`config.mk`:
```
export PLATFORM = sky130hd
export DESIGN_NAME = wdt_top
export DESIGN_NICKNAME = d
export VERILOG_FILES = /design/src/wdt_pkg.sv /design/src/wdt_prescale.sv /design/src/wdt_top.sv
export SDC_FILE = /design/constraint.sdc
export NUM_CORES = 1
export LEC_CHECK = 0
export BUFFER_PORTS_ARGS = -buffer_cell sky130_fd_sc_hd__buf_2
export CORE_ASPECT_RATIO = 1.5
export CORE_MARGIN = 2
export CORE_UTILIZATION = 30
export DETAILED_ROUTE_END_ITERATION = 7
export GPL_TIMING_DRIVEN = 1
export HOLD_SLACK_MARGIN = 0.02
export PLACE_DENSITY_LB_ADDON = 0.3
export SLEW_MARGIN = 5
export SYNTH_ARGS = -nofsm -noshare
export SYNTH_HDL_FRONTEND = slang
export SYNTH_SLANG_ARGS = --single-unit
```
`constraint.sdc`:
```
create_clock -name mclk_i -period 3.8 [get_ports mclk_i]
set_input_delay 0.19 -clock mclk_i [delete_from_list [all_inputs] [get_ports mclk_i]]
set_output_delay 0.19 -clock mclk_i [all_outputs]
set_load 0.02 [all_outputs]
```
`src/wdt_pkg.sv`:
```
// constants and register map of the 16-bit supervisory timer
// What this block does
// - ordinary timer mode or supervisory watchdog mode
// - refresh write reloads counter; overflow reloads it in watchdog or periodic mode
// - ordinary mode clocked by 32.768 kHz prescaled
// - control bit 5 enters watchdog mode
// - watchdog counts down from reload to zero
// - prescale 256 full reload gives 512 s
// - zero count raises reset or interrupt
// - watchdog mode locks reload and control writes
// - only power-on reset clears the watchdog
// - counter frozen while debug holds core
// - power-down stops counting only if bit 0
// - reload and count 16-bit, count read-only
// - refresh clears irq normally, restarts watchdog
// - control bit 1 selects interrupt over reset
// - prescale bits 3:2 select 1, 16, 256
// - bit 8 up, bit 7 enable, bit 6 periodic
package wdt_pkg;
  localparam int unsigned OSC_HZ          = 32768;
  localparam int unsigned MAX_TIMEOUT_S   = 512;
  localparam int unsigned MIN_TIMEOUT_MS  = 30;

  localparam logic [31:0] OFS_RELOAD  = 32'hffff0360;
  localparam logic [31:0] OFS_COUNT   = 32'hffff0364;
  localparam logic [31:0] OFS_CTRL    = 32'hffff0368;
  localparam logic [31:0] OFS_REFRESH = 32'hffff036c;

  localparam logic [15:0] RELOAD_RST  = 16'h3bf8;
  localparam logic [15:0] COUNT_RST   = 16'h3bf8;
  localparam logic [15:0] CTRL_RST    = 16'h0000;
  localparam logic [15:0] CTRL_WMASK  = 16'h01ef;

  localparam int unsigned BIT_DIR     = 8;
  localparam int unsigned BIT_EN      = 7;
  localparam int unsigned BIT_PERIOD  = 6;
  localparam int unsigned BIT_WDOG    = 5;
  localparam int unsigned BIT_SCALE   = 2;
  localparam int unsigned BIT_IRQSEL  = 1;
  localparam int unsigned BIT_PDOFF   = 0;

  localparam logic [1:0] SCALE_DIV1   = 2'h0;
  localparam logic [1:0] SCALE_DIV16  = 2'h1;
  localparam logic [1:0] SCALE_DIV256 = 2'h2;
  localparam logic [7:0] DIV16_LAST   = 8'h0f;
  localparam logic [7:0] DIV256_LAST  = 8'hff;

  localparam logic [1:0] RESP_OKAY    = 2'h0;
  localparam logic [1:0] RESP_SLVERR  = 2'h2;

  typedef enum logic [2:0] {
    SEL_NONE,
    SEL_RELOAD,
    SEL_COUNT,
    SEL_CTRL,
    SEL_REFRESH
  } wdt_sel_t;
endpackage

```
`src/wdt_prescale.sv`:
```
// divide-by 1/16/256 stage on the low-power oscillator ticks
module wdt_prescale
  import wdt_pkg::*;
(
  input  wire logic       mclk_i,
  input  wire logic       rst_n_i,
  input  wire logic       tick_i,
  input  wire logic [1:0] scale_i,
  output logic            step_o
);
  import wdt_pkg::*;

  typedef struct packed {
    logic [7:0] cnt;
    logic       step;
  } wdt_pre_t;

  wdt_pre_t st;
  wdt_pre_t next_st;

  always_comb begin
    next_st      = st;
    next_st.step = 1'b0;
    if (tick_i) begin
      case (scale_i)
        SCALE_DIV1: begin
          next_st.step = 1'b1;
          next_st.cnt  = 8'h00;
        end
        SCALE_DIV16: begin
          next_st.step = (st.cnt[3:0] == DIV16_LAST[3:0]);
          next_st.cnt  = {4'h0, st.cnt[3:0] + 4'h1};
        end
        // divide-by-256 on a full reload sets the longest timeout
        SCALE_DIV256: begin
          next_st.step = (st.cnt == DIV256_LAST);
          next_st.cnt  = st.cnt + 8'h01;
        end
        // reserved code: hold, never step
        default: next_st.cnt = st.cnt;
      endcase
    end
  end

  always_ff @(posedge mclk_i or negedge rst_n_i) begin
    if (!rst_n_i) begin
      st <= '0;
    end else begin
      st <= next_st;
    end
  end

  assign step_o = st.step;
endmodule // wdt_prescale

```
`src/wdt_top.sv`:
```
// 16-bit ordinary/watchdog timer with an axi4-lite register slave
module wdt_top
  import wdt_pkg::*;
(
  input  wire logic        mclk_i,
  input  wire logic        rst_n_i,
  input  wire logic        osc_32k_i,
  input  wire logic        dbg_halt_i,
  input  wire logic        powerdown_i,
  input  wire logic [31:0] s_axi_awaddr_i,
  input  wire logic        s_axi_awvalid_i,
  output logic             s_axi_awready_o,
  input  wire logic [31:0] s_axi_wdata_i,
  input  wire logic [3:0]  s_axi_wstrb_i,
  input  wire logic        s_axi_wvalid_i,
  output logic             s_axi_wready_o,
  output logic [1:0]       s_axi_bresp_o,
  output logic             s_axi_bvalid_o,
  input  wire logic        s_axi_bready_i,
  input  wire logic [31:0] s_axi_araddr_i,
  input  wire logic        s_axi_arvalid_i,
  output logic             s_axi_arready_o,
  output logic [31:0]      s_axi_rdata_o,
  output logic [1:0]       s_axi_rresp_o,
  output logic             s_axi_rvalid_o,
  input  wire logic        s_axi_rready_i,
  output logic             timer_irq_o,
  output logic             wdog_reset_o
);
  import wdt_pkg::*;

  typedef struct packed {
    logic [2:0]  osc_sync;
    logic [1:0]  dbg_sync;
    logic [1:0]  pd_sync;
    logic        awready;
    logic        wready;
    logic        arready;
    logic        aw_got;
    logic        w_got;
    wdt_sel_t    aw_sel;
    logic [15:0] wdata;
    logic [1:0]  wstrb;
    logic        bvalid;
    logic [1:0]  bresp;
    logic        rvalid;
    logic [1:0]  rresp;
    logic [31:0] rdata;
    logic [15:0] reload;
    logic [15:0] count;
    logic [15:0] ctrl;
    logic        irq;
    logic        rst_req;
  } wdt_state_t;

  wdt_state_t st;
  wdt_state_t next_st;

  logic       step;
  logic       osc_edge;
  logic       dbg_hold;
  logic       pd_stop;
  logic       active;
  logic       run;
  logic       wr_commit;
  logic       refresh_wr;
  logic       event_hit;
  logic [15:0] byte_mask;

  function automatic wdt_sel_t sel_of(input logic [31:0] addr);
    case (addr)
      OFS_RELOAD:  sel_of = SEL_RELOAD;
      OFS_COUNT:   sel_of = SEL_COUNT;
      OFS_CTRL:    sel_of = SEL_CTRL;
      OFS_REFRESH: sel_of = SEL_REFRESH;
      default:     sel_of = SEL_NONE;
    endcase
  endfunction

  // pins come from other domains; only stage two onward is read
  assign osc_edge = st.osc_sync[1] & ~st.osc_sync[2];
  assign dbg_hold = st.dbg_sync[1];
  assign pd_stop  = st.pd_sync[1] & st.ctrl[BIT_PDOFF];
  assign active   = st.ctrl[BIT_EN] | st.ctrl[BIT_WDOG];
  assign run      = active & ~dbg_hold & ~pd_stop;

  assign wr_commit  = st.aw_got & st.w_got & ~st.bvalid;
  assign refresh_wr = wr_commit & (st.aw_sel == SEL_REFRESH);
  assign byte_mask  = {{8{st.wstrb[1]}}, {8{st.wstrb[0]}}};

  wdt_prescale u_prescale (
    .mclk_i  (mclk_i),
    .rst_n_i (rst_n_i),
    .tick_i  (osc_edge & run),
    .scale_i (st.ctrl[BIT_SCALE +: 2]),
    .step_o  (step)
  );

  // terminal count: zero going down, all ones going up
  always_comb begin
    if (st.ctrl[BIT_WDOG] || !st.ctrl[BIT_DIR]) begin
      event_hit = step & run & (st.count == 16'h0000);
    end else begin
      event_hit = step & run & (st.count == 16'hffff);
    end
  end

  always_comb begin
    next_st          = st;
    next_st.osc_sync = {st.osc_sync[1:0], osc_32k_i};
    next_st.dbg_sync = {st.dbg_sync[0], dbg_halt_i};
    next_st.pd_sync  = {st.pd_sync[0], powerdown_i};
    next_st.rst_req  = 1'b0;

    // counting
    if (step && run) begin
      if (st.ctrl[BIT_WDOG]) begin
        if (event_hit) begin
          next_st.count = st.reload;
        end else begin
          next_st.count = st.count - 16'h0001;
        end
      end else if (st.ctrl[BIT_DIR]) begin
        if (event_hit) begin
          next_st.count = st.ctrl[BIT_PERIOD] ? st.reload : 16'h0000;
        end else begin
          next_st.count = st.count + 16'h0001;
        end
      end else begin
        if (event_hit) begin
          next_st.count = st.ctrl[BIT_PERIOD] ? st.reload : 16'hffff;
        end else begin
          next_st.count = st.count - 16'h0001;
        end
      end
    end

    // irq level is cleared by refresh; a same-cycle event wins
    if (refresh_wr) begin
      next_st.irq   = 1'b0;
      next_st.count = st.reload;
    end
    if (event_hit) begin
      if (!st.ctrl[BIT_WDOG] || st.ctrl[BIT_IRQSEL]) begin
        next_st.irq = 1'b1;
      end else begin
        next_st.rst_req = 1'b1;
      end
    end

    // write address and data channels, taken in either order
    if (st.awready && s_axi_awvalid_i) begin
      next_st.aw_got = 1'b1;
      next_st.aw_sel = sel_of(s_axi_awaddr_i);
    end
    if (st.wready && s_axi_wvalid_i) begin
      next_st.w_got = 1'b1;
      next_st.wdata = s_axi_wdata_i[15:0];
      next_st.wstrb = s_axi_wstrb_i[1:0];
    end
    if (wr_commit) begin
      next_st.aw_got = 1'b0;
      next_st.w_got  = 1'b0;
      next_st.bvalid = 1'b1;
      next_st.bresp  = (st.aw_sel == SEL_NONE) ? RESP_SLVERR : RESP_OKAY;
      // lock holds from entry until power-on reset only
      if (!st.ctrl[BIT_WDOG]) begin
        if (st.aw_sel == SEL_RELOAD) begin
          next_st.reload = (st.reload & ~byte_mask)
                         | (st.wdata & byte_mask);
        end
        if (st.aw_sel == SEL_CTRL) begin
          next_st.ctrl = (st.ctrl & ~(byte_mask & CTRL_WMASK))
                       | (st.wdata & byte_mask & CTRL_WMASK);
        end
      end
      // count is read-only: writes there are accepted and dropped
    end
    if (st.bvalid && s_axi_bready_i) begin
      next_st.bvalid = 1'b0;
    end
    next_st.awready = ~next_st.aw_got & ~next_st.bvalid;
    next_st.wready  = ~next_st.w_got & ~next_st.bvalid;

    // read channel
    if (st.arready && s_axi_arvalid_i) begin
      next_st.rvalid = 1'b1;
      next_st.rresp  = RESP_OKAY;
      case (sel_of(s_axi_araddr_i))
        SEL_RELOAD:  next_st.rdata = {16'h0000, st.reload};
        SEL_COUNT:   next_st.rdata = {16'h0000, st.count};
        SEL_CTRL:    next_st.rdata = {16'h0000, st.ctrl};
        SEL_REFRESH: next_st.rdata = 32'h0000_0000;
        default: begin
          next_st.rdata = 32'h0000_0000;
          next_st.rresp = RESP_SLVERR;
        end
      endcase
    end else if (st.rvalid && s_axi_rready_i) begin
      next_st.rvalid = 1'b0;
    end
    next_st.arready = ~next_st.rvalid;
  end

  always_ff @(posedge mclk_i or negedge rst_n_i) begin
    if (!rst_n_i) begin
      st        <= '0;
      st.reload <= RELOAD_RST;
      st.count  <= COUNT_RST;
      st.ctrl   <= CTRL_RST;
    end else begin
      st <= next_st;
    end
  end

  assign s_axi_awready_o = st.awready;
  assign s_axi_wready_o  = st.wready;
  assign s_axi_bvalid_o  = st.bvalid;
  assign s_axi_bresp_o   = st.bresp;
  assign s_axi_arready_o = st.arready;
  assign s_axi_rvalid_o  = st.rvalid;
  assign s_axi_rdata_o   = st.rdata;
  assign s_axi_rresp_o   = st.rresp;
  assign timer_irq_o     = st.irq;
  assign wdog_reset_o    = st.rst_req;
endmodule // wdt_top

```
======== Word level (Yosys, flattened, before mapping) ========
Index checks and enable logic that the tools add are counted.
cells by class
  add/sub/neg operators ................... 4
  multipliers ............................. 0
  div/mod/pow operators ................... 0
  $lt $le $gt $ge ......................... 0
  equality and inequality tests ........... 20
  shift-type cells ........................ 0
  multiplexer cells ....................... 32
  bitwise gates (word level) .............. 30
  reductions and logical operators ........ 19
operators with widths
  kind                   number
  $eq 32x32->1 const B   8
  $mux 16                9
  $and 16x16->16         3
  $pmux 16 s3            1
  $pmux 3 s4             2
  $pmux 8 s3             1
  $add 16x1->16 const B  1
  $eq 16x16->1 const B   1
  $logic_not 16->1       1
  $not 16->16            1
  $not 9->16             1
  $or 16x16->16          1
  $or 16x9->16           1
  $sub 16x1->16 const B  1
  $and 1x1->1            13
  $mux 6                 2
  $mux 1                 10
  $eq 3x2->1 const B     3
  $not 1->1              9
  $add 8x1->8 const B    1
  $eq 8x8->1 const B     1
  $mux 2                 4
  $eq 3x1->1 const B     2
  $eq 3x3->1 const B     2
  other kinds (17)       26
word-level totals
  register bits ........................... 130
  latch bits .............................. 0
  RAM bits ................................ 0
  bits in read-only memories .............. 0
  output and inout port bits .............. 43
  memories ................................ 0

======== Longest topological paths before layout ========
Gate-level depths: netlist of the first run.
  depth in word-level cells ............... 11
  gate-level depth with buffers ........... 9

======== Hierarchy ========
A second synthesis of the first run with hierarchy kept.
second synthesis, totals
  cell total of the unflattened synthesis .. 586
  area total of the unflattened synthesis .. 5,850.6 um2
modules (own cells, without submodules)
  module        times used  cells each  area an instance (um2)  sequential area each (um2)
  wdt_top       1           529         5,320.1                 2,402.3
  wdt_prescale  1           57          530.5                   225.2

======== Least setup slack after synthesis of the first run ========
OpenSTA, ideal clock, no wires.
  path kind ............................... register to register
  from .................................... register st[18] (netlist name)
  to ...................................... register st[24] (netlist name)
  library setup time ...................... 78 ps
  arrival ................................. 2,415 ps
  path slack .............................. 1,307 ps
  cell stages (with the launch flop) ...... 10
  path buffers ............................ 1
  clock period less this slack ............ 2,493 ps
  cells stage by stage .................... dfrtp_1 > inv_1 > ha_1 > or4b_4 > nor4b_4 > a22o_4 > buf_12 > nand3_4 > a2111o_1 > a41oi_2
on the way
  word-level cells in the longest chain between the ends .. 8
  elaborated cells on any way between the ends .. 14
  classes of those cells .................. add/sub: 2; eq/ne: 1; mux: 8; bitwise: 2; reduce/logical: 1
ends and longest elaborated chain
  element                                                RTL line        text
  from (decl)                                            wdt_top.sv:56   wdt_state_t st;
  from (signal assigned)                                 wdt_top.sv:212  st <= next_st;
  branches (longest 5 deep; another with $sub 16x1->16)  --
  $mux 16 (*)                                            wdt_top.sv:117  if (st.ctrl[BIT_WDOG]) begin
  $mux 16 (*)                                            wdt_top.sv:116  if (step && run) begin
  $mux 16 (*)                                            wdt_top.sv:139  if (refresh_wr) begin
Mark *: on every way between the ends. The select of a mux whose other input is x is not followed.
A chain may end at the register's enable or synchronous reset.

======== Worst setup path in the final report of the first run ========
  from .................................... register st[18] (netlist name)
  to ...................................... register st[33] (netlist name)
The elaborated chain is that of the path after synthesis.

==> impl_results.md, run 1 <==
- Core area: 19080 um^2
- Delay of the slowest cell on the worst path: 0.76 ns
- Number of routed nets with antenna violations: 0
- IO Count: 153
- CP Capture Type: register
- Worst VDD drop: 0.2102 mV
- Tot GR Track Use: 0.1459
- Final Hold Viols: 0
- Reg2Reg Depth: 8
- CTS tree: yes
- PwrDens: 396.8 nW/um^2
- Setup repair after global routing missed its margin: false
- Post-synth ARST share: 1.000
- Largest family of logic cells by synthesized area: simple AND/OR/NAND/NOR gates
- Post-CTS Setup Inserts: 0
- CTS root buffer: clkbuf_16
- Die Ht: 174.5 um
- Antenna violations before repair: 0
- Total gr overflow: 0
- Final Core Density: 0.3541
- Share of post-route cells with drive strength above 1: 0.3229
- Via count: 4666
- Area growth from synthesis to layout: 16.28%
- RD Place Congestion: 0.9275
- Fin crit share: 0.8355
- Peak Freq: 315.0 MHz
- Initial Util: 0.3045
- DR WL/cell: 15.73 um
- N_diodes: 0
- Worst skew pair latency: 0.37 ns
- Ys Warns: 0
- Total negative slack: 0 ns
- Slew headroom: 0.4328
- Syn Area/Cell: 10.09 um^2
- Fin area: 6756 um^2
- DR iter-0 viols: 234
- Htree depth: 3
- CP Data Arrival Time: 3.42 ns
- Compound-cell area share of the yosys netlist: 0.1458
- Largest net degree at the start of global routing: 53
- First-pass GRT wire length: 24230 um
- Register area share after synthesis: 0.4522
- Ys flop type: dfrtp_1
- Buffer and inverter count on the worst path: 1
- Synth Area in Simple Gates: 0.1785
- Max clock buf depth: 2
- Share of synthesized area spent on multiplexers: 0.1141
- Buffers added on ports: 116
- Mapped cell area: 5811 um^2
- Vias in the first global route: 4661
- Final min period: 3.175 ns
- Sink Count: 104
- Post-synthesis xor/xnor area fraction: 0.01206
- Crit-path cells: inv_1 -> ha_1 -> or4b_4 -> nor4b_4 -> a22oi_2 -> a211oi_1 -> o21ai_0 -> o311ai_0
- Num rows: 62
- Post-route DRC: 0
- Final net count: 781
- P_leak: 3.071 nW
- Seq cells post-synth: 104
- Hpwl dp: 11060 um
- Die area: 20520 um^2
- Post-synth EDFFs: 0
- Maximum fanout along the worst path: 9
- CP Data Required Time: 4.04 ns
- Max Clock Skew: 0.01168 ns
- Setup-failing EPs final: 0
- Setup CP Type: register to register
- Placed cell area: 6401 um^2
- Max Cap Viol: 0
- CP max stage cell: a211oi_1
- Worst hold slack: 0.04876 ns
- DR vias/cell: 5.044
- Hold Path Class: input pin to register
- Hold path depth: 2
- CP startpoint kind: register
- WL final: 14550 um
- Total CTS buffers: 9
- Cells after Synth: 576
- Worst-path clk slew: 0.09 ns
- Status: completed
- Library cells used by synthesis: 76
- Synthesized-area fraction occupied by adder cells: 0.01507
- Horiz. Die Dim: 117.6 um
- Top delay family on crit path: compound AO/OA/AOI/OAI gates
- Final number of max-transition violations: 0
- Post-cts sizing count: 0
- Fillers: 1943
- Slew at the pin closest to its max-slew limit: 0.8457 ns
- 1st-pass router iterations: 4
- Levels on crit path: 8
cell usage after synthesis (4+ instances only):
cell type | count | area share
nor2_1 | 36 | 0.023
nor2b_1 | 5 | 0.0054
buf_2 | 8 | 0.0069
a31oi_1 | 5 | 0.0054
ha_1 | 7 | 0.015
or2_2 | 4 | 0.0043
dfstp_2 | 20 | 0.090
mux2i_1 | 19 | 0.033
nand4_1 | 16 | 0.017
a21oi_1 | 18 | 0.016
nand2b_1 | 5 | 0.0054
or4_1 | 4 | 0.0052
nand3_1 | 22 | 0.019
a211oi_1 | 4 | 0.0052
buf_4 | 37 | 0.048
a22o_1 | 11 | 0.017
o31ai_1 | 4 | 0.0052
nor4_1 | 8 | 0.0086
and3_1 | 5 | 0.0054
dfrtp_1 | 84 | 0.36
xnor2_1 | 5 | 0.0075
mux2_2 | 42 | 0.081
clkbuf_1 | 18 | 0.012
nor3_1 | 13 | 0.011
inv_1 | 10 | 0.0065
o22ai_1 | 5 | 0.0054
o21ai_0 | 45 | 0.039
nand2_1 | 49 | 0.032
layer usage:
| layer | vias to the layer above | global-route usage | part of all wire | wire length (um) |
|---|---|---|---|---|
| met5 | - | 0 | 0 | 0 |
| met4 | 0 | 0.07580 | 0.035 | 503 |
| met3 | 28 | 0.02133 | 0.044 | 639 |
| met2 | 156 | 0.2597 | 0.52 | 7627 |
| met1 | 2243 | 0.1686 | 0.40 | 5776 |
| li1 | 2239 | - | - | - |
area by class of cell:
cell class | count | area [um^2] | area share
Multi-Input combinational cell | 411 | 2773 | 0.4104
Inverter | 10 | 37.54 | 0.005556
Clock buffer | 9 | 225.2 | 0.03333
Tap cell | 256 | 320.3 | 0.04741
Sequential cell | 104 | 2628 | 0.3889
Timing Repair Buffer | 128 | 683.2 | 0.1011
Clock inverter | 7 | 90.09 | 0.01333
through the flow:
stage / instances / setup WS (ns) / power [W]
2_1_floorplan: 593 / 1.307 / 0.001587
3_3_place_gp: 905 / 0.7306 / 0.001716
3_5_place_dp: 905 / 0.7100 / 0.001729
4_1_cts: 925 / 0.6505 / 0.002719
5_1_grt: 925 / 0.4594 / 0.002810
6_report: 925 / 0.6252 / 0.002681
path summary, 6_finish.rpt:
| check | startpoint | endpoint | slack, ns |
|---|---|---|---|
| max | st[18] | st[33] | 0.63 |
| min | s_axi_rready_i | s_axi_rvalid_o | 0.05 |
| max reg2reg | st[18] | st[33] | 0.63 |
| min reg2reg | next_st[119] | next_st[120] | 0.35 |
| max in group asynchronous | rst_n_i | st[120] | 2.65 |
| min in group asynchronous | rst_n_i | wdog_reset_o | 0.24 |
cells in the final DEF, fill, tap and decap left out, drive strengths merged, types with 4 or more instances in the layout:
master / n
a211oi: 4
dfstp: 20
mux2: 42
nor4: 10
o22ai: 5
clkbuf: 9
nand3: 23
nor2b: 5
nor2: 36
nand2b: 5
o21ai: 45
xnor2: 5
or2: 4
mux2i: 19
dlygate4sd3: 4
conb: 18
a31oi: 5
dfrtp: 84
nor3: 14
a22o: 12
and3: 6
ha: 7
buf: 124
nand4: 16
nand2: 49
or4: 4
inv: 14
a21oi: 18
o31ai: 4
cells by family after synthesis:
logic type,Yosys count
other cells,1
flops,104
xor+xnor,8
compound gates,126
buf+inv,78
fa+ha+maj,7
mux,61
simple gates,191
worst register-to-register path, cell delays in order, from the launching register on:
cell and delay (ns):
dfrtp_1 0.48, inv_1 0.10, ha_1 0.22, or4b_4 0.52
nor4b_4 0.36, a22oi_2 0.22, a211oi_1 0.76, o21ai_0 0.22
o311ai_0 0.16
power breakdown:
part / switching [W] / total [W] / internal, W
sequential: 0.0000894 / 0.00133 / 0.00124
combinational: 0.000183 / 0.000364 / 0.000181
clock: 0.000503 / 0.000983 / 0.000480
total: 0.000776 / 0.00268 / 0.00190
what timing repair did:
action / CTS / global route
hold endpoints to repair: 20 / 0
endpoints found under the setup margin: 0 / 0
hold buffers: 4 / 0
(Power assumes the default switching activity.)
==> run 2, diff against run 1 <==
clock period = 3 ns   (was 3.8 ns; I/O delays follow)
==> impl_results.md, run 2 (synthesis results as in run 1) <==
- Status: completed
- Num rows: 62 (unchanged)
- Hold path depth: 2 (unchanged)
- Final Core Density: 0.3644 (+0.01036)
- Worst-path clk slew: 0.08 ns (about the same)
- Pwr Total: 0.003346 W (+25%)
- Tot GR Track Use: 0.1501 (+0.004288)
- Clk pwr share: 0.354 (-0.013)
- Worst R2R Start: st[18]
- Horiz. Die Dim: 117.6 um (unchanged)
- Die Ht: 174.5 um (unchanged)
- Setup CP Type: register to register
- WL final: 14950 um (+2.7%)
- N_diodes: 0 (unchanged)
- Core area: 19080 um^2 (unchanged)
- Number of routed nets with antenna violations: 0 (unchanged)
- CP Capture Type: register
- Htree depth: 3 (unchanged)
- Peak Freq: 381.7 MHz (+21%)
- Final net count: 804 (+2.9%)
- Share of post-route cells with drive strength above 1: 0.3367 (+0.01384)
- # placed instances: 922 (+1.9%)
- Max clock buf depth: 2 (unchanged)
- CTS root buffer: clkbuf_16
- Vias in the first global route: 4716 (+1.2%)
- Reg2Reg Depth: 9 (+1)
- Antenna violations before repair: 0 (unchanged)
- Max Clock Skew: 0.008812 ns (-0.002872 ns)
- Worst skew pair latency: 0.35 ns (-0.02 ns)
- Final min period: 2.620 ns (-0.5552 ns)
- Hpwl dp: 11350 um (+2.6%)
- Slew headroom: 0.4369 (+0.004162)
- Logic pwr share: 0.142 (+0.006)
- Area growth from synthesis to layout: 19.68%
- Worst VDD drop: 0.2998 mV (+43%)
- Total CTS buffers: 9 (unchanged)
- Maximum fanout along the worst path: 15 (+6)
- Initial Util: 0.3045 (unchanged)
- Psw: 0.0009410 W (+21%)
- Die area: 20520 um^2 (unchanged)
- Max Cap Viol: 0 (unchanged)
- Commonest non-fill, non-tap cell in the layout: buf_2
- Via count: 4759 (+2.0%)
- Fin crit share: 0.8732 (+0.03774)
- DR vias/cell: 5.020 (-0.48%)
- CP Data Required Time: 3.23 ns (-0.81 ns)
- HP Start: s_axi_wdata_i[4]
- P_leak: 3.189 nW (+3.8%)
- Reg2Reg Setup Slack: 0.38 ns (-0.24 ns)
- Final Hold Viols: 0 (unchanged)
- IO Count: 153 (unchanged)
- First-pass GRT wire length: 24850 um (+2.6%)
- Leading cell types in the layout, fill and taps excluded: 115 x buf_2, 84 x dfrtp_1, 49 x nand2_1
- Setup-failing EPs final: 0 (unchanged)
- Worst Hold Endpoint: st[94]
- PwrDens: 481.1 nW/um^2 (+21%)
- Post-route DRC: 0 (unchanged)
- Slew at the pin closest to its max-slew limit: 0.8426 ns (-0.003181 ns)
- Post-cts sizing count: 0 (unchanged)
- Largest net degree at the start of global routing: 48 (-9.4%)
- RD Place Congestion: 0.8469 (-8.7%)
- 1st-pass router iterations: 4 (unchanged)
- DR WL/cell: 15.76 um (+0.24%)
- Setup repair after global routing missed its margin: false
- Worst hold slack: 0.02588 ns (-0.02289 ns)
- Total negative slack: 0 ns (unchanged)
- Post-Layout Cell Count: 948 (+2.5%)
- Sink Count: 104 (unchanged)
- Buffers added on ports: 116 (unchanged)
- Post-CTS Setup Inserts: 0 (unchanged)
- Internal power: 0.002405 W (+26%)
- Hold Path Class: input pin to register
- CTS tree: yes
- Final number of max-transition violations: 0 (unchanged)
- Capturing point of the worst reg2reg path: st[20]
- DR iter-0 viols: 237 (+1.3%)
- Share of power burned in registers: 0.504 (+0.007)
- Sw Ratio: 0.2813 (-0.008200)
- Total gr overflow: 0 (unchanged)
- CP startpoint kind: register
- CP Data Arrival Time: 2.85 ns (-0.57 ns)
## run 2: changes by cell type in the layout (fill, tap and decap cells not counted), sizes merged
cell         delta
buf            +17
dlygate4sd3     +6
clkinv          +2
clkinvlp        -1
inv             -1
## run 2: layout make-up
type,instances,area [um^2]
fill,1984,12130
multi-input combinational,411,2773
sequential,104,2628
timing repair buffer,151,895.9
tap,256,320.3
clock buffer,9,225.2
clock inverter,7,75.07
inverter,10,37.54
## run 2: timing repair
action                                  in CTS  in global routing
endpoints found under the setup margin       0                  0
hold buffers                                 8                  2
endpoints found under the hold margin       41                  2
## run 2: worst max path at each step
stage,from,to,depth (start not counted)
3_5_place_dp,st[18],st[20],9
4_1_cts,st[18],st[20],9
3_3_place_gp,st[18],st[20],9
2_1_floorplan,st[18],st[24],9
6_report,st[18],st[20],9
5_1_grt,st[18],st[20],9
## run 2: critical path, cell delays in order (launching register included)
cell and delay, ns:
dfrtp_1 0.38, inv_1 0.06, ha_1 0.21, or4b_4 0.53
nor4b_4 0.27, a22oi_2 0.14, buf_12 0.18, or4_1 0.46
a31oi_1 0.18, a21oi_1 0.08
## run 2: power groups by stage
stage	combinational [W]	clock, W	sequential (W)
2_1_floorplan	0.000305	0	0.00171
4_1_cts	0.000485	0.00122	0.00169
3_5_place_dp	0.000476	0	0.00172
5_1_grt	0.000528	0.00127	0.00172
3_3_place_gp	0.000466	0	0.00171
6_report	0.000474	0.00118	0.00169
## run 2: through the flow
stage,setup slack [ns],area (um^2)
finish,0.3804,6954
global route,0.1996,6954
CTS,0.3782,6934
global placement,0.4111,6554
floorplan,0.5071,5874
detailed placement,0.3859,6554
## run 2: per-layer routing
layer	GRT usage	vias to the layer above	part of all wire
met3	0.02034	21	0.039
li1	-	2279	-
met2	0.2762	150	0.53
met4	0.05924	0	0.024
met5	0	-	0
met1	0.1748	2309	0.40
==> run 3, diff against run 2 <==
ABC_AREA = 1   (was not set)
CORE_UTILIZATION = 45   (was 30)
==> impl_results.md, run 3 <==
- 1st-pass router iterations: 5 (+1)
- Library cells used by synthesis: 49 (-36%)
- Die Ht: 148.8 um (-15%)
- Total gr overflow: 0 (unchanged)
- Most frequent CP cell: nand2_1
- WL final: 16270 um (+8.9%)
- Max Clock Skew: 0.009570 ns (+0.0007581 ns)
- Delay of the slowest cell on the worst path: 0.41 ns (-0.12 ns)
- Largest family of logic cells by synthesized area: simple AND/OR/NAND/NOR gates
- CTS tree: yes
- CP max stage cell: dfrtp_1
- # placed instances: 1086 (+18%)
- Worst skew pair latency: 0.36 ns (about the same)
- Fin crit share: 0.8245 (-0.04866)
- Post-synthesis xor/xnor area fraction: 0.01531 (+0.003256)
- Max Cap Viol: 0 (unchanged)
- Fin area: 7343 um^2 (+5.6%)
- Setup-failing EPs final: 0 (unchanged)
- Commonest non-fill, non-tap cell in the layout: nand2_1
- Area growth from synthesis to layout: 16.73%
- Share of synthesized area spent on multiplexers: 0 (-0.1141)
- Post-route DRC: 0 (unchanged)
- Top delay family on crit path: simple AND/OR/NAND/NOR gates
- DR iter-0 viols: 393 (+66%)
- Number of routed nets with antenna violations: 0 (unchanged)
- CP startpoint kind: register
- Worst-path clk slew: 0.07 ns (about the same)
- Final number of max-transition violations: 0 (unchanged)
- Crit-path cells: inv_1 -> ha_1 -> nand2_2 -> nor2_2 -> nand2_1 -> nand2_2 -> nand3_4 -> o21ai_4 -> nand2_1 -> o21ai_1 -> nand2_1 -> o21ai_1
- Htree depth: 3 (unchanged)
- Buffers added on ports: 116 (unchanged)
- Die area: 14960 um^2 (-27%)
- Sink Count: 104 (unchanged)
- Ys Warns: 0 (unchanged)
- Post-CTS Setup Inserts: 0 (unchanged)
- Antenna violations before repair: 0 (unchanged)
- Via count: 5829 (+22%)
- IO Count: 153 (unchanged)
- Most common cell in the netlist: nand2_1
- Cells after Synth: 847 (+47%)
- Synth Area in Simple Gates: 0.3254 (+0.1469)
- Seq cells post-synth: 104 (unchanged)
- Register area share after synthesis: 0.4177 (-0.03454)
- Max clock buf depth: 2 (unchanged)
- Final Core Density: 0.5400 (+0.1756)
- Slew at the pin closest to its max-slew limit: 0.6744 ns (-0.1682 ns)
- Setup CP Type: register to register
- Compound-cell area share of the yosys netlist: 0.09924 (-0.04654)
- Peak Freq: 404.3 MHz (+5.9%)
- Largest net degree at the start of global routing: 49 (+2.1%)
- N_diodes: 0 (unchanged)
- Synth area leader: dfrtp_1
- Vias in the first global route: 5612 (+19%)
- Synthesized-area fraction occupied by adder cells: 0.01392 (-0.001151)
- Placed cell area: 6785 um^2 (+3.5%)
- Total negative slack: 0 ns (unchanged)
- Ys flop type: dfrtp_1
- CTS root buffer: clkbuf_16
- Final net count: 1074 (+34%)
- CP Data Required Time: 3.28 ns (+0.05 ns)
- PwrDens: 662.5 nW/um^2 (+38%)
- First-pass GRT wire length: 26610 um (+7.1%)
- Share of post-route cells with drive strength above 1: 0.2100 (-0.1267)
- Leading cell types in the layout, fill and taps excluded: 231 x nand2_1, 115 x buf_2, 91 x inv_1
- DR vias/cell: 5.186 (+3.3%)
- Yosys top cell area share: 0.3341 (-0.02763)
- Horiz. Die Dim: 100.5 um (-15%)
- Mapped cell area: 6291 um^2 (+8.3%)
- Hold Path Class: input pin to register
- Final min period: 2.474 ns (-0.1460 ns)
- Core area: 13600 um^2 (-29%)
- Buffer and inverter count on the worst path: 1 (-1)
- Maximum fanout along the worst path: 21 (+6)
- Post-synth top cells: 231 x nand2_1, 91 x inv_1, 84 x dfrtp_1
- CP Capture Type: register
- Post-synth ARST share: 1.000 (unchanged)
- Setup repair after global routing missed its margin: false
- CP Data Arrival Time: 2.75 ns (-0.10 ns)
- Hpwl dp: 12110 um (+6.7%)
- DR WL/cell: 14.47 um (-8.2%)
- Status: completed
- Post-Layout Cell Count: 1124 (+19%)
- Initial Util: 0.4626 (+0.1582)
- Synth area leaders: dfrtp_1 33%, nand2_1 14%, dfstp_2 8.4%
- P_leak: 3.695 nW (+16%)
- Final Hold Viols: 0 (unchanged)
- Tot GR Track Use: 0.2259 (+0.07577)
- Total CTS buffers: 9 (unchanged)
- Num rows: 52 (-16%)
- Post-synth EDFFs: 0 (unchanged)
- Worst VDD drop: 0.4343 mV (+45%)
- Syn Area/Cell: 7.427 um^2 (-26%)
- Slew headroom: 0.5463 (+0.1093)
- RD Place Congestion: 0.9384 (+11%)
[run 3: cell count changes in the layout (fill, tap and decap cells not counted), sizes merged, moves of 11 or more]
cell         previous run  this run
mux2                   42         0
nor2                   36        78
buf                   141       125
o21ai                  45        91
dlygate4sd3            10        22
nand4                  16        27
nand3                  23        72
nand2                  49       239
a22o                   12         0
mux2i                  19         0
inv                    13       101
[run 3: per-stage QoR]
step / power [W] / hold slack [ns] / worst slack (ns)
6_report: 0.004865 / 0.04861 / 0.5264
5_1_grt: 0.005193 / 0.07567 / 0.3265
2_1_floorplan: 0.003148 / -0.1456 / 1.225
3_3_place_gp: 0.003490 / 0.2068 / 0.6193
3_5_place_dp: 0.003517 / 0.2041 / 0.6029
4_1_cts: 0.004878 / 0.04331 / 0.5981
[run 3: logic make-up after synthesis]
| kind of cell | Yosys count |
|---|---|
| AOI/OAI and AO/OA | 115 |
| xor gates and xnor gates | 11 |
| adders and majority gates | 7 |
| buffers and inverters | 165 |
| DFF | 104 |
| other | 1 |
| and+or+nand+nor | 444 |
[run 3: path summary, 6_finish.rpt]
| kind | slack, ns | endpoint | depth (start not counted) | from |
|---|---|---|---|---|
| max | 0.53 | st[32] | 12 | st[18] |
| min | 0.05 | s_axi_arready_o | 3 | s_axi_rready_i |
| max reg2reg | 0.53 | st[32] | 12 | st[18] |
| min reg2reg | 0.35 | st[115] | 0 | next_st[115] |
| max in group asynchronous | 1.77 | st[23] | 3 | rst_n_i |
| min in group asynchronous | 0.34 | next_st[119] | 2 | rst_n_i |
[run 3: layout make-up]
type / count / area, um^2
multi-input combinational: 595 / 2929
fill: 1292 / 6255
timing repair buffer: 147 / 870.8
tap: 162 / 202.7
inverter: 100 / 375.4
clock buffer: 10 / 239.0
clock inverter: 6 / 98.84
sequential: 104 / 2628
[run 3: timing repair]
action / 4_1_cts / 5_1_grt
resized for setup: 0 / 0
hold buffers: 22 / 0
setup endpoints to repair: 0 / 0
endpoints found under the hold margin: 57 / 0
[run 3: routing by layer]
| metal | part of all wire | track usage | routed length (um) |
|---|---|---|---|
| met1 | 0.39 | 0.2616 | 6360 |
| met2 | 0.52 | 0.4027 | 8385 |
| met3 | 0.058 | 0.03608 | 948 |
| met4 | 0.035 | 0.1068 | 575 |
| met5 | 0 | 0 | 0 |
[run 3: power breakdown]
| group | internal (W) | total [W] | switching [W] |
|---|---|---|---|
| sequential | 0.00171 | 0.00197 | 0.000253 |
| combinational | 0.000567 | 0.00157 | 0.000999 |
| clock | 0.000768 | 0.00133 | 0.000563 |
| total | 0.00305 | 0.00487 | 0.00182 |
[run 3: worst reg2reg max path: cells and delay by family, from the launching register on]
family	cells	cell delay [ns]
adder cells (fa/ha/maj)	1	0.22
AO/OA/AOI/OAI	3	0.58
AND/OR/NAND/NOR	7	1.05
buffers and inverters	1	0.15
flip-flops	1	0.41
